[src/pcm_ts_pkg.sv]
// constants, command codes and carrier types for the pcm timeslot control block
// Functional notes
// - first two bits pick target or standby
// - six slot bits, msb first, code+1
// - control bits taken on control clock fall
// - slot indicator low only while word shifts
// - assignments held until replaced
// - own tx/rx counters, cleared each frame
// - any slot pair accepted, even equal
// - power-on: no direction assigned
// - receive-first assignment gives tx slot 1
// - 01000001,10000010 give tx 2, rx 3
// - control clock high selects direct mode
// - direct mode within three frames
// - both directions power down together
// - tx word sent in next frame's slot
// - rx word captured in slot, held
package pcm_ts_pkg;
    localparam int WORD_W             = 8;
    localparam int SLOT_W             = 6;
    localparam int CNT_W              = 10;
    localparam int BUS_AW             = 8;
    localparam int BUS_DW             = 32;
    localparam int DIRECT_ENTRY_FRAMES = 2;
    localparam int DIRECT_CHANGE_FRAMES = 2;
    localparam logic [1:0] CMD_BOTH    = 2'h0;
    localparam logic [1:0] CMD_TX      = 2'h1;
    localparam logic [1:0] CMD_RX      = 2'h2;
    localparam logic [1:0] CMD_STANDBY = 2'h3;
    localparam logic [BUS_AW-1:0] ADDR_TX_WORD = 8'h00;
    localparam logic [BUS_AW-1:0] ADDR_RX_WORD = 8'h04;
    localparam logic [BUS_AW-1:0] ADDR_STATUS  = 8'h08;
    localparam logic [WORD_W-1:0] TX_WORD_RESET = 8'hFF;
    localparam logic [SLOT_W-1:0] SLOT_FIRST    = 6'h00;

    typedef struct packed {
        logic              standby;
        logic              tx_asg;
        logic              rx_asg;
        logic [SLOT_W-1:0] tx_slot;
        logic [SLOT_W-1:0] rx_slot;
    } assign_s;

    localparam assign_s ASSIGN_RESET = '{standby: 1'b0, tx_asg: 1'b0, rx_asg: 1'b0,
                                         tx_slot: 6'h00, rx_slot: 6'h00};
endpackage

[src/pcm_timeslot_control.sv]
// timeslot assignment, highway timing and word transfer of the voice codec
`timescale 1ns/10ps
module pcm_timeslot_control
    import pcm_ts_pkg::*;
(
    input  wire logic              mclk_i,
    input  wire logic              reset_i,
    input  wire logic              control_shift_clock_i,
    input  wire logic              control_serial_input_i,
    input  wire logic              tx_bit_clock_i,
    input  wire logic              rx_bit_clock_i,
    input  wire logic              tx_frame_sync_i,
    input  wire logic              rx_frame_sync_i,
    input  wire logic              rx_highway_in_i,
    output logic                   tx_highway_out_o,
    output logic                   tx_highway_oe_o,
    output logic                   tx_slot_indicator_oe_o,
    output logic                   power_down_o,
    input  wire logic [BUS_AW-1:0] bus_addr_i,
    input  wire logic [BUS_DW-1:0] bus_wdata_i,
    input  wire logic              bus_wr_i,
    input  wire logic              bus_rd_i,
    output logic [BUS_DW-1:0]      bus_rdata_o
);
    ////////////////////////////////////////////////////////////////////////////////
    // pin synchronisers and counters
    logic             cclk_level;
    logic             cclk_fall;
    logic             dc_level;
    logic             txc_rise;
    logic             rxc_rise;
    logic             rxc_fall;
    logic             txfs_level;
    logic             rxfs_level;
    logic             din_level;
    logic [CNT_W-1:0] tx_cnt;
    logic [CNT_W-1:0] rx_cnt;
    logic             tx_tick;
    logic             tx_start;

    edge_sync u_sync_cclk (.mclk_i(mclk_i), .reset_i(reset_i), .async_i(control_shift_clock_i),
        .level_o(cclk_level), .rise_o(), .fall_o(cclk_fall));
    edge_sync u_sync_dc (.mclk_i(mclk_i), .reset_i(reset_i), .async_i(control_serial_input_i),
        .level_o(dc_level), .rise_o(), .fall_o());
    edge_sync u_sync_txc (.mclk_i(mclk_i), .reset_i(reset_i), .async_i(tx_bit_clock_i),
        .level_o(), .rise_o(txc_rise), .fall_o());
    edge_sync u_sync_rxc (.mclk_i(mclk_i), .reset_i(reset_i), .async_i(rx_bit_clock_i),
        .level_o(), .rise_o(rxc_rise), .fall_o(rxc_fall));
    edge_sync u_sync_txfs (.mclk_i(mclk_i), .reset_i(reset_i), .async_i(tx_frame_sync_i),
        .level_o(txfs_level), .rise_o(), .fall_o());
    edge_sync u_sync_rxfs (.mclk_i(mclk_i), .reset_i(reset_i), .async_i(rx_frame_sync_i),
        .level_o(rxfs_level), .rise_o(), .fall_o());
    edge_sync u_sync_din (.mclk_i(mclk_i), .reset_i(reset_i), .async_i(rx_highway_in_i),
        .level_o(din_level), .rise_o(), .fall_o());

    slot_counter #(.W(CNT_W)) u_tx_cnt (.mclk_i(mclk_i), .reset_i(reset_i),
        .bit_rise_i(txc_rise), .frame_sync_i(txfs_level), .cnt_o(tx_cnt),
        .tick_o(tx_tick), .frame_start_o(tx_start));
    slot_counter #(.W(CNT_W)) u_rx_cnt (.mclk_i(mclk_i), .reset_i(reset_i),
        .bit_rise_i(rxc_rise), .frame_sync_i(rxfs_level), .cnt_o(rx_cnt),
        .tick_o(), .frame_start_o());

    ////////////////////////////////////////////////////////////////////////////////
    // serial control word and direct mode
    logic [WORD_W-1:0] ctrl_shift_reg;
    logic [WORD_W-1:0] ctrl_shift_next;
    logic [2:0]        ctrl_bits_reg;
    logic [2:0]        ctrl_bits_next;
    logic              ctrl_done_reg;
    logic              ctrl_done_next;
    logic              direct_reg;
    logic              direct_next;
    logic [1:0]        dir_frames_reg;
    logic [1:0]        dir_frames_next;
    logic              sel_applied_reg;
    logic              sel_applied_next;
    logic [1:0]        sel_frames_reg;
    logic [1:0]        sel_frames_next;
    logic              dir_apply_reg;
    logic              dir_apply_next;

    always_comb begin
        ctrl_shift_next  = ctrl_shift_reg;
        ctrl_bits_next   = ctrl_bits_reg;
        ctrl_done_next   = 1'b0;
        direct_next      = direct_reg;
        dir_frames_next  = dir_frames_reg;
        sel_applied_next = sel_applied_reg;
        sel_frames_next  = sel_frames_reg;
        dir_apply_next   = 1'b0;
        if (cclk_fall && !direct_reg) begin
            ctrl_shift_next = {ctrl_shift_reg[WORD_W-2:0], dc_level};
            ctrl_bits_next  = ctrl_bits_reg + 3'h1;
            ctrl_done_next  = (ctrl_bits_reg == 3'h7);
        end
        if (!cclk_level) begin
            direct_next     = 1'b0;
            dir_frames_next = 2'h0;
        end else if (!direct_reg) begin
            if (tx_start) begin
                if (dir_frames_reg == 2'(DIRECT_ENTRY_FRAMES - 1)) begin
                    direct_next      = 1'b1;
                    dir_apply_next   = 1'b1;
                    sel_applied_next = dc_level;
                    ctrl_bits_next   = 3'h0;
                end else begin
                    dir_frames_next = dir_frames_reg + 2'h1;
                end
            end
        end else if (dc_level == sel_applied_reg) begin
            sel_frames_next = 2'h0;
        end else if (tx_start) begin
            if (sel_frames_reg == 2'(DIRECT_CHANGE_FRAMES - 1)) begin
                dir_apply_next   = 1'b1;
                sel_applied_next = dc_level;
                sel_frames_next  = 2'h0;
            end else begin
                sel_frames_next = sel_frames_reg + 2'h1;
            end
        end
    end

    always_ff @(posedge mclk_i) begin
        if (reset_i) begin
            ctrl_shift_reg  <= '0;
            ctrl_bits_reg   <= 3'h0;
            ctrl_done_reg   <= 1'b0;
            direct_reg      <= 1'b0;
            dir_frames_reg  <= 2'h0;
            sel_applied_reg <= 1'b1;
            sel_frames_reg  <= 2'h0;
            dir_apply_reg   <= 1'b0;
        end else begin
            ctrl_shift_reg  <= ctrl_shift_next;
            ctrl_bits_reg   <= ctrl_bits_next;
            ctrl_done_reg   <= ctrl_done_next;
            direct_reg      <= direct_next;
            dir_frames_reg  <= dir_frames_next;
            sel_applied_reg <= sel_applied_next;
            sel_frames_reg  <= sel_frames_next;
            dir_apply_reg   <= dir_apply_next;
        end
    end

    ////////////////////////////////////////////////////////////////////////////////
    // assignment state
    assign_s asg_reg;
    assign_s asg_next;
    logic    pd_reg;
    logic    pd_next;

    always_comb begin
        asg_next = asg_reg;
        if (ctrl_done_reg) begin
            asg_next.standby = 1'b0;
            case (ctrl_shift_reg[7:6])
                CMD_BOTH: begin
                    asg_next.tx_asg  = 1'b1;
                    asg_next.rx_asg  = 1'b1;
                    asg_next.tx_slot = ctrl_shift_reg[5:0];
                    asg_next.rx_slot = ctrl_shift_reg[5:0];
                end
                CMD_TX: begin
                    asg_next.tx_asg  = 1'b1;
                    asg_next.tx_slot = ctrl_shift_reg[5:0];
                end
                CMD_RX: begin
                    asg_next.rx_asg  = 1'b1;
                    asg_next.rx_slot = ctrl_shift_reg[5:0];
                    if (!asg_reg.tx_asg) begin
                        asg_next.tx_asg  = 1'b1;
                        asg_next.tx_slot = SLOT_FIRST;
                    end
                end
                default: asg_next.standby = 1'b1;
            endcase
        end else if (dir_apply_reg) begin
            if (sel_applied_reg) begin
                asg_next.standby = 1'b1;
            end else begin
                asg_next = '{standby: 1'b0, tx_asg: 1'b1, rx_asg: 1'b1,
                             tx_slot: SLOT_FIRST, rx_slot: SLOT_FIRST};
            end
        end
        pd_next = asg_reg.standby | ~(asg_reg.tx_asg | asg_reg.rx_asg);
    end

    always_ff @(posedge mclk_i) begin
        if (reset_i) begin
            asg_reg <= ASSIGN_RESET;
            pd_reg  <= 1'b1;
        end else begin
            asg_reg <= asg_next;
            pd_reg  <= pd_next;
        end
    end

    ////////////////////////////////////////////////////////////////////////////////
    // transmit highway
    logic              tx_live;
    logic              tx_match;
    logic [2:0]        tx_bit;
    logic [WORD_W-1:0] tx_word_sel;
    logic [WORD_W-1:0] tx_data_reg;
    logic [WORD_W-1:0] tx_data_next;
    logic [WORD_W-1:0] tx_sample_reg;
    logic [WORD_W-1:0] tx_sample_next;
    logic [WORD_W-1:0] tx_shift_reg;
    logic [WORD_W-1:0] tx_shift_next;
    logic              tx_out_reg;
    logic              tx_out_next;
    logic              tx_oe_reg;
    logic              tx_oe_next;

    always_comb begin
        tx_live        = !asg_reg.standby && asg_reg.tx_asg;
        tx_match       = !tx_cnt[CNT_W-1] && tx_cnt[8:3] == asg_reg.tx_slot;
        tx_bit         = tx_cnt[2:0];
        tx_word_sel    = (tx_bit == 3'h0) ? tx_sample_reg : tx_shift_reg;
        tx_data_next   = (bus_wr_i && bus_addr_i == ADDR_TX_WORD) ?
                         bus_wdata_i[WORD_W-1:0] : tx_data_reg;
        tx_sample_next = tx_sample_reg;
        tx_shift_next  = tx_shift_reg;
        tx_out_next    = tx_out_reg;
        tx_oe_next     = tx_oe_reg;
        if (!tx_live) begin
            tx_out_next = 1'b0;
            tx_oe_next  = 1'b0;
        end else if (tx_tick) begin
            tx_oe_next = tx_match && (tx_bit == 3'h0 || tx_oe_reg);
            if (tx_oe_next) begin
                if (tx_bit == 3'h0) begin
                    tx_shift_next  = tx_sample_reg;
                    tx_sample_next = tx_data_reg;
                end
                tx_out_next = tx_word_sel[3'h7 - tx_bit];
            end else begin
                tx_out_next = 1'b0;
            end
        end
    end

    always_ff @(posedge mclk_i) begin
        if (reset_i) begin
            tx_data_reg   <= TX_WORD_RESET;
            tx_sample_reg <= TX_WORD_RESET;
            tx_shift_reg  <= TX_WORD_RESET;
            tx_out_reg    <= 1'b0;
            tx_oe_reg     <= 1'b0;
        end else begin
            tx_data_reg   <= tx_data_next;
            tx_sample_reg <= tx_sample_next;
            tx_shift_reg  <= tx_shift_next;
            tx_out_reg    <= tx_out_next;
            tx_oe_reg     <= tx_oe_next;
        end
    end

    ////////////////////////////////////////////////////////////////////////////////
    // receive highway and register bus
    logic              rx_live;
    logic              rx_match;
    logic              rx_end;
    logic [WORD_W-1:0] rx_shift_reg;
    logic [WORD_W-1:0] rx_shift_next;
    logic [WORD_W-1:0] rx_word_reg;
    logic [WORD_W-1:0] rx_word_next;
    logic              rx_new_reg;
    logic              rx_new_next;
    logic [BUS_DW-1:0] rdata_reg;
    logic [BUS_DW-1:0] rdata_next;

    always_comb begin
        rx_live       = !asg_reg.standby && asg_reg.rx_asg;
        rx_match      = !rx_cnt[CNT_W-1] && rx_cnt[8:3] == asg_reg.rx_slot;
        rx_end        = rx_live && rxc_fall && rx_match && rx_cnt[2:0] == 3'h7;
        rx_shift_next = rx_shift_reg;
        rx_word_next  = rx_word_reg;
        rx_new_next   = rx_new_reg;
        if (bus_rd_i && bus_addr_i == ADDR_RX_WORD) begin
            rx_new_next = 1'b0;
        end
        if (rx_live && rxc_fall && rx_match) begin
            rx_shift_next = {rx_shift_reg[WORD_W-2:0], din_level};
        end
        if (rx_end) begin
            rx_word_next = {rx_shift_reg[WORD_W-2:0], din_level};
            rx_new_next  = 1'b1;
        end
        rdata_next = '0;
        if (bus_rd_i) begin
            case (bus_addr_i)
                ADDR_TX_WORD: rdata_next = {{(BUS_DW-WORD_W){1'b0}}, tx_data_reg};
                ADDR_RX_WORD: rdata_next = {{(BUS_DW-WORD_W-1){1'b0}}, rx_new_reg, rx_word_reg};
                ADDR_STATUS:  rdata_next = {11'h000, direct_reg, pd_reg, asg_reg.standby,
                                            asg_reg.rx_asg, asg_reg.tx_asg, 2'h0,
                                            asg_reg.rx_slot, 2'h0, asg_reg.tx_slot};
                default:      rdata_next = '0;
            endcase
        end
    end

    always_ff @(posedge mclk_i) begin
        if (reset_i) begin
            rx_shift_reg <= '0;
            rx_word_reg  <= '0;
            rx_new_reg   <= 1'b0;
            rdata_reg    <= '0;
        end else begin
            rx_shift_reg <= rx_shift_next;
            rx_word_reg  <= rx_word_next;
            rx_new_reg   <= rx_new_next;
            rdata_reg    <= rdata_next;
        end
    end

    assign tx_highway_out_o       = tx_out_reg;
    assign tx_highway_oe_o        = tx_oe_reg;
    assign tx_slot_indicator_oe_o = tx_oe_reg;
    assign power_down_o           = pd_reg;
    assign bus_rdata_o            = rdata_reg;
endmodule

[src/edge_sync.sv]
// two-stage synchroniser with rise and fall detection on the second stage
`timescale 1ns/10ps
module edge_sync
    import pcm_ts_pkg::*;
(
    input  wire logic mclk_i,
    input  wire logic reset_i,
    input  wire logic async_i,
    output logic      level_o,
    output logic      rise_o,
    output logic      fall_o
);
    logic stage1_reg;
    logic stage2_reg;
    logic prev_reg;
    logic stage1_next;
    logic stage2_next;
    logic prev_next;

    always_comb begin
        stage1_next = async_i;
        stage2_next = stage1_reg;
        prev_next   = stage2_reg;
    end

    always_ff @(posedge mclk_i) begin
        if (reset_i) begin
            stage1_reg <= 1'b0;
            stage2_reg <= 1'b0;
            prev_reg   <= 1'b0;
        end else begin
            stage1_reg <= stage1_next;
            stage2_reg <= stage2_next;
            prev_reg   <= prev_next;
        end
    end

    assign level_o = stage2_reg;
    assign rise_o  = stage2_reg & ~prev_reg;
    assign fall_o  = ~stage2_reg & prev_reg;
endmodule

[src/slot_counter.sv]
// bit counter of one highway direction, cleared by the start of its frame sync
`timescale 1ns/10ps
module slot_counter
    import pcm_ts_pkg::*;
#(
    parameter int W = CNT_W
)
(
    input  wire logic         mclk_i,
    input  wire logic         reset_i,
    input  wire logic         bit_rise_i,
    input  wire logic         frame_sync_i,
    output logic [W-1:0]      cnt_o,
    output logic              tick_o,
    output logic              frame_start_o
);
    localparam logic [W-1:0] CNT_MAX = '1;

    logic [W-1:0] cnt_reg;
    logic [W-1:0] cnt_next;
    logic         fs_prev_reg;
    logic         fs_prev_next;
    logic         tick_reg;
    logic         tick_next;
    logic         start_reg;
    logic         start_next;

    always_comb begin
        cnt_next     = cnt_reg;
        fs_prev_next = fs_prev_reg;
        tick_next    = bit_rise_i;
        start_next   = 1'b0;
        if (bit_rise_i) begin
            fs_prev_next = frame_sync_i;
            if (frame_sync_i && !fs_prev_reg) begin
                cnt_next   = '0;
                start_next = 1'b1;
            end else if (cnt_reg != CNT_MAX) begin
                cnt_next = cnt_reg + W'(1);
            end
        end
    end

    always_ff @(posedge mclk_i) begin
        if (reset_i) begin
            cnt_reg     <= CNT_MAX;
            fs_prev_reg <= 1'b0;
            tick_reg    <= 1'b0;
            start_reg   <= 1'b0;
        end else begin
            cnt_reg     <= cnt_next;
            fs_prev_reg <= fs_prev_next;
            tick_reg    <= tick_next;
            start_reg   <= start_next;
        end
    end

    assign cnt_o         = cnt_reg;
    assign tick_o        = tick_reg;
    assign frame_start_o = start_reg;
endmodule

[config.mk]
export PLATFORM = sky130hd
export DESIGN_NAME = pcm_timeslot_control
export DESIGN_NICKNAME = d
export VERILOG_FILES = /design/src/pcm_ts_pkg.sv /design/src/pcm_timeslot_control.sv /design/src/edge_sync.sv /design/src/slot_counter.sv
export SDC_FILE = /design/constraint.sdc
export NUM_CORES = 1
export LEC_CHECK = 0
export ABC_AREA = 1
export BUFFER_PORTS_ARGS = -buffer_cell sky130_fd_sc_hd__buf_2
export CAP_MARGIN = 30
export CORE_MARGIN = 2
export CORE_UTILIZATION = 53
export CTS_BUF_LIST = sky130_fd_sc_hd__clkbuf_16
export DETAILED_ROUTE_END_ITERATION = 8
export GPL_TIMING_DRIVEN = 0
export PLACE_DENSITY = 0.83
export SLEW_MARGIN = 20
export SYNTH_ARGS = -nofsm -noshare
export SYNTH_HDL_FRONTEND = slang
export SYNTH_SLANG_ARGS = --single-unit
[constraint.sdc]
create_clock -name mclk_i -period 4.64 [get_ports mclk_i]
set_clock_uncertainty 0.2 [all_clocks]
set_input_delay 0.464 -clock mclk_i [delete_from_list [all_inputs] [get_ports mclk_i]]
set_output_delay 0.464 -clock mclk_i [all_outputs]
set_load 0.05 [all_outputs]
==> results.ini <==
[sta]
hold_viol = 0
slew_headroom_pct = 44.27
drv_slew = 0
setup_ws_ns = 2.236
rsz0062_at_grt = false
min_period_over_period_pct = 51.82
tightestPinTransition_ns = 0.8328
final.min_clock_period_ns = 2.404
max_freq_mhz = 415.9
fin_setup_tns_ns = 0
holdWs_ns = 0.05033
setup_viol = 0

[global_route]
grt_usage_pct = 23.46
grt_max_degree = 17
grt_pass1_vias = 4851
grt_pass1_wl_um = 21810
antenna_found_initial = 0
grt_overflow = 0

[logic_synthesis]
synth_top_family_by_area = simple AND/OR/NAND/NOR gates
synth-simple-area-share_pct = 30.84
synth_area_leader_cell = dfxtp_1
synthArstFlopShare_pct = 0
ys.flop_type = dfxtp_1
yosys-top-cells-area = dfxtp_1 47%, nand2_1 12%, nand3_1 7.8%
syn_avg_cell_area_um2 = 7.313
yosys.cell_count.top_type = nand2_1
synth_fa_ha_area_share_pct = 1.486
ys_ff_latch = 137
synth_top_area_share_pct = 46.53
synth_mux_area_share_pct = 0
synth-compound-area-share_pct = 8.745
synth_cells = 806
synth_xor_area_share_pct = 1.783
netlist_area_um2 = 5894
synth.distinct_cells = 39
synth_edf_count = 0
yosys_warnings = 0
seq_area_frac_synth_pct = 46.53
ys_top_cells_by_count = 185 x nand2_1, 137 x dfxtp_1, 95 x nor2_1, 94 x inv_1, 92 x nand3_1

[placement]
pre_cts_ws_ns = 2.302
postPlaceCellArea_um2 = 6360
hpwl_um = 9353
place_inst = 1007
io_buffers = 49
place.gp.congestion = 0.9024

[setup_path]
cp_cell_sequence = clkbuf_1 -> inv_1 -> ha_1 -> buf_4 -> inv_2 -> nor2_2 -> nor2_1 -> nor2_1 -> nand4_1 -> nor2_2 -> buf_6 -> nand2_4 -> nand2_1 -> nand3_1
critical_path_required_ns = 4.70
crit_type = flop to flop
path_max_fanout = 10
start_kind = flop
endpoint_kind = flop
crit_slowest_cell = dfxtp_1
r2r_start = u_tx_cnt.cnt_o[0]$_SDFFE_PP1P_
critPathTopFamily = simple AND/OR/NAND/NOR gates
arrival_ns = 2.46
critPathMaxStageDelay_ns = 0.31
cp-startpoint = u_tx_cnt.cnt_o[0]$_SDFFE_PP1P_
path_buf_inv = 5

[drt]
drt-wirelength-per-cell_um = 13.03
antenna_left = 0
num_vias = 5367
drc_errors = 0
routed_wirelength_um = 13530
routed_via_density = 5.166
drt_iter0_markers = 434
first_pass_iters = 5

[cts]
cts_resized = 0
cts_tree = built
clock_latency_ns = 0.41
clockBufferDepth = 2
ctsRootBufferMaster = clkbuf_16
ctsHoldBuffers = 0
cts.sinks = 137
post_cts_buffers = 0
clkTransAtPathRegs_ns = 0.06
numCtsBuffers = 17
cts_htree_levels = 4

[power]
max-vdd-ir-drop_mv = 0.3305
p_leak_nw = 3.344
powerDensity_nw_per_um2 = 397.7
total_power_mw = 2.753

[final_layout]
fin_util_pct = 63.85
n_antenna_cell = 0
largest_reg_flops = 19
design_area_um2 = 6922
area_growth_pct = 17.43
fin_cells = 1039
final_nets = 944
regArea_um2 = 2743
drive_gt1_share_pct = 13.68
nFillCells = 900
multi_input_area_um2 = 2575

[worst_hold_path]
hold_start = rx_bit_clock_i
hold_class = input port to flop

[outcome]
status = complete, no violations

[floorplanning]
die_h_um = 109.5
dieWidth_um = 109.5
io_pins = 87
start_util_pct = 54.37
core-area_um2 = 10840
die-area_um2 = 11980
row_count = 38

[run]
cap_violations = 0

==> worst min-delay path, cell delays in order <==
cell and delay (ns):
buf_2 0.07, inv_1 0.03, nor2_1 0.06
==> placed cells by master (no fill, tap or decap), types with 2 or more instances in the layout <==
master / n
nand2_1: 185
dfxtp_1: 137
inv_1: 95
nor2_1: 95
nand3_1: 92
buf_2: 51
a21oi_1: 41
buf_4: 18
o21ai_0: 17
clkbuf_16: 17
clkbuf_1: 14
conb_1: 13
nand4_1: 12
nor3_1: 12
xor2_1: 10
inv_2: 7
o21ai_1: 7
a211oi_1: 7
ha_1: 7
a31oi_1: 6
clkinv_2: 6
o22ai_1: 5
buf_1: 4
nor2_2: 4
clkinvlp_4: 4
clkinv_1: 3
o211ai_1: 3
nand2_4: 3
o31ai_1: 2
xnor2_1: 2
buf_6: 2
nor3_4: 2
nand3b_1: 2
nor3_2: 2
nand3_2: 2
bufinv_16: 2
==> metal layers <==
| metal | part of all wire (%) | global-route usage [%] | wire length (um) | up-vias |
|---|---|---|---|---|
| met5 | 0 | 0 | 0 | - |
| met4 | 1.4 | 8.228 | 184 | 0 |
| met1 | 43 | 28.56 | 5883 | 2436 |
| met3 | 6.7 | 5.987 | 909 | 24 |
| met2 | 48 | 40.17 | 6555 | 183 |
| li1 | - | - | - | 2724 |
==> worst paths after layout <==
kind,endpoint,slack [ns],depth (start not counted)
max,tx_shift_reg[2]$_SDFFE_PP1P_,2.24,14
max reg2reg,tx_shift_reg[2]$_SDFFE_PP1P_,2.24,14
min,u_sync_rxc.stage1_reg$_SDFF_PP0_,0.05,3
min reg2reg,u_sync_txfs.level_o$_SDFF_PP0_,0.20,2
==> final cells by class <==
class / count / share of cell area (%)
plain buffers: 40 / 3.398
clock buffers: 17 / 6.146
clock inverters: 15 / 1.970
inverters: 103 / 5.586
multi-input cells: 538 / 37.20
flip-flops and latches: 137 / 39.62
well taps: 140 / 2.531
repair buffers: 49 / 3.543
==> where the power goes <==
part           switching, mW  leakage (nW)  internal, mW
logic                  0.170          1.96        0.0828
registers             0.0209          1.11          1.20
clock network          0.499         0.273         0.779
total                  0.690          3.34          2.06
==> logic make-up after synthesis <==
| logic type | after synthesis |
|---|---|
| AO/OA/AOI/OAI | 92 |
| XOR/XNOR | 12 |
| adder cells (fa/ha/maj) | 7 |
| buffers and inverters | 143 |
| flip-flops | 137 |
| other | 1 |
| AND/OR/NAND/NOR | 414 |
(Power assumes the default switching activity.)
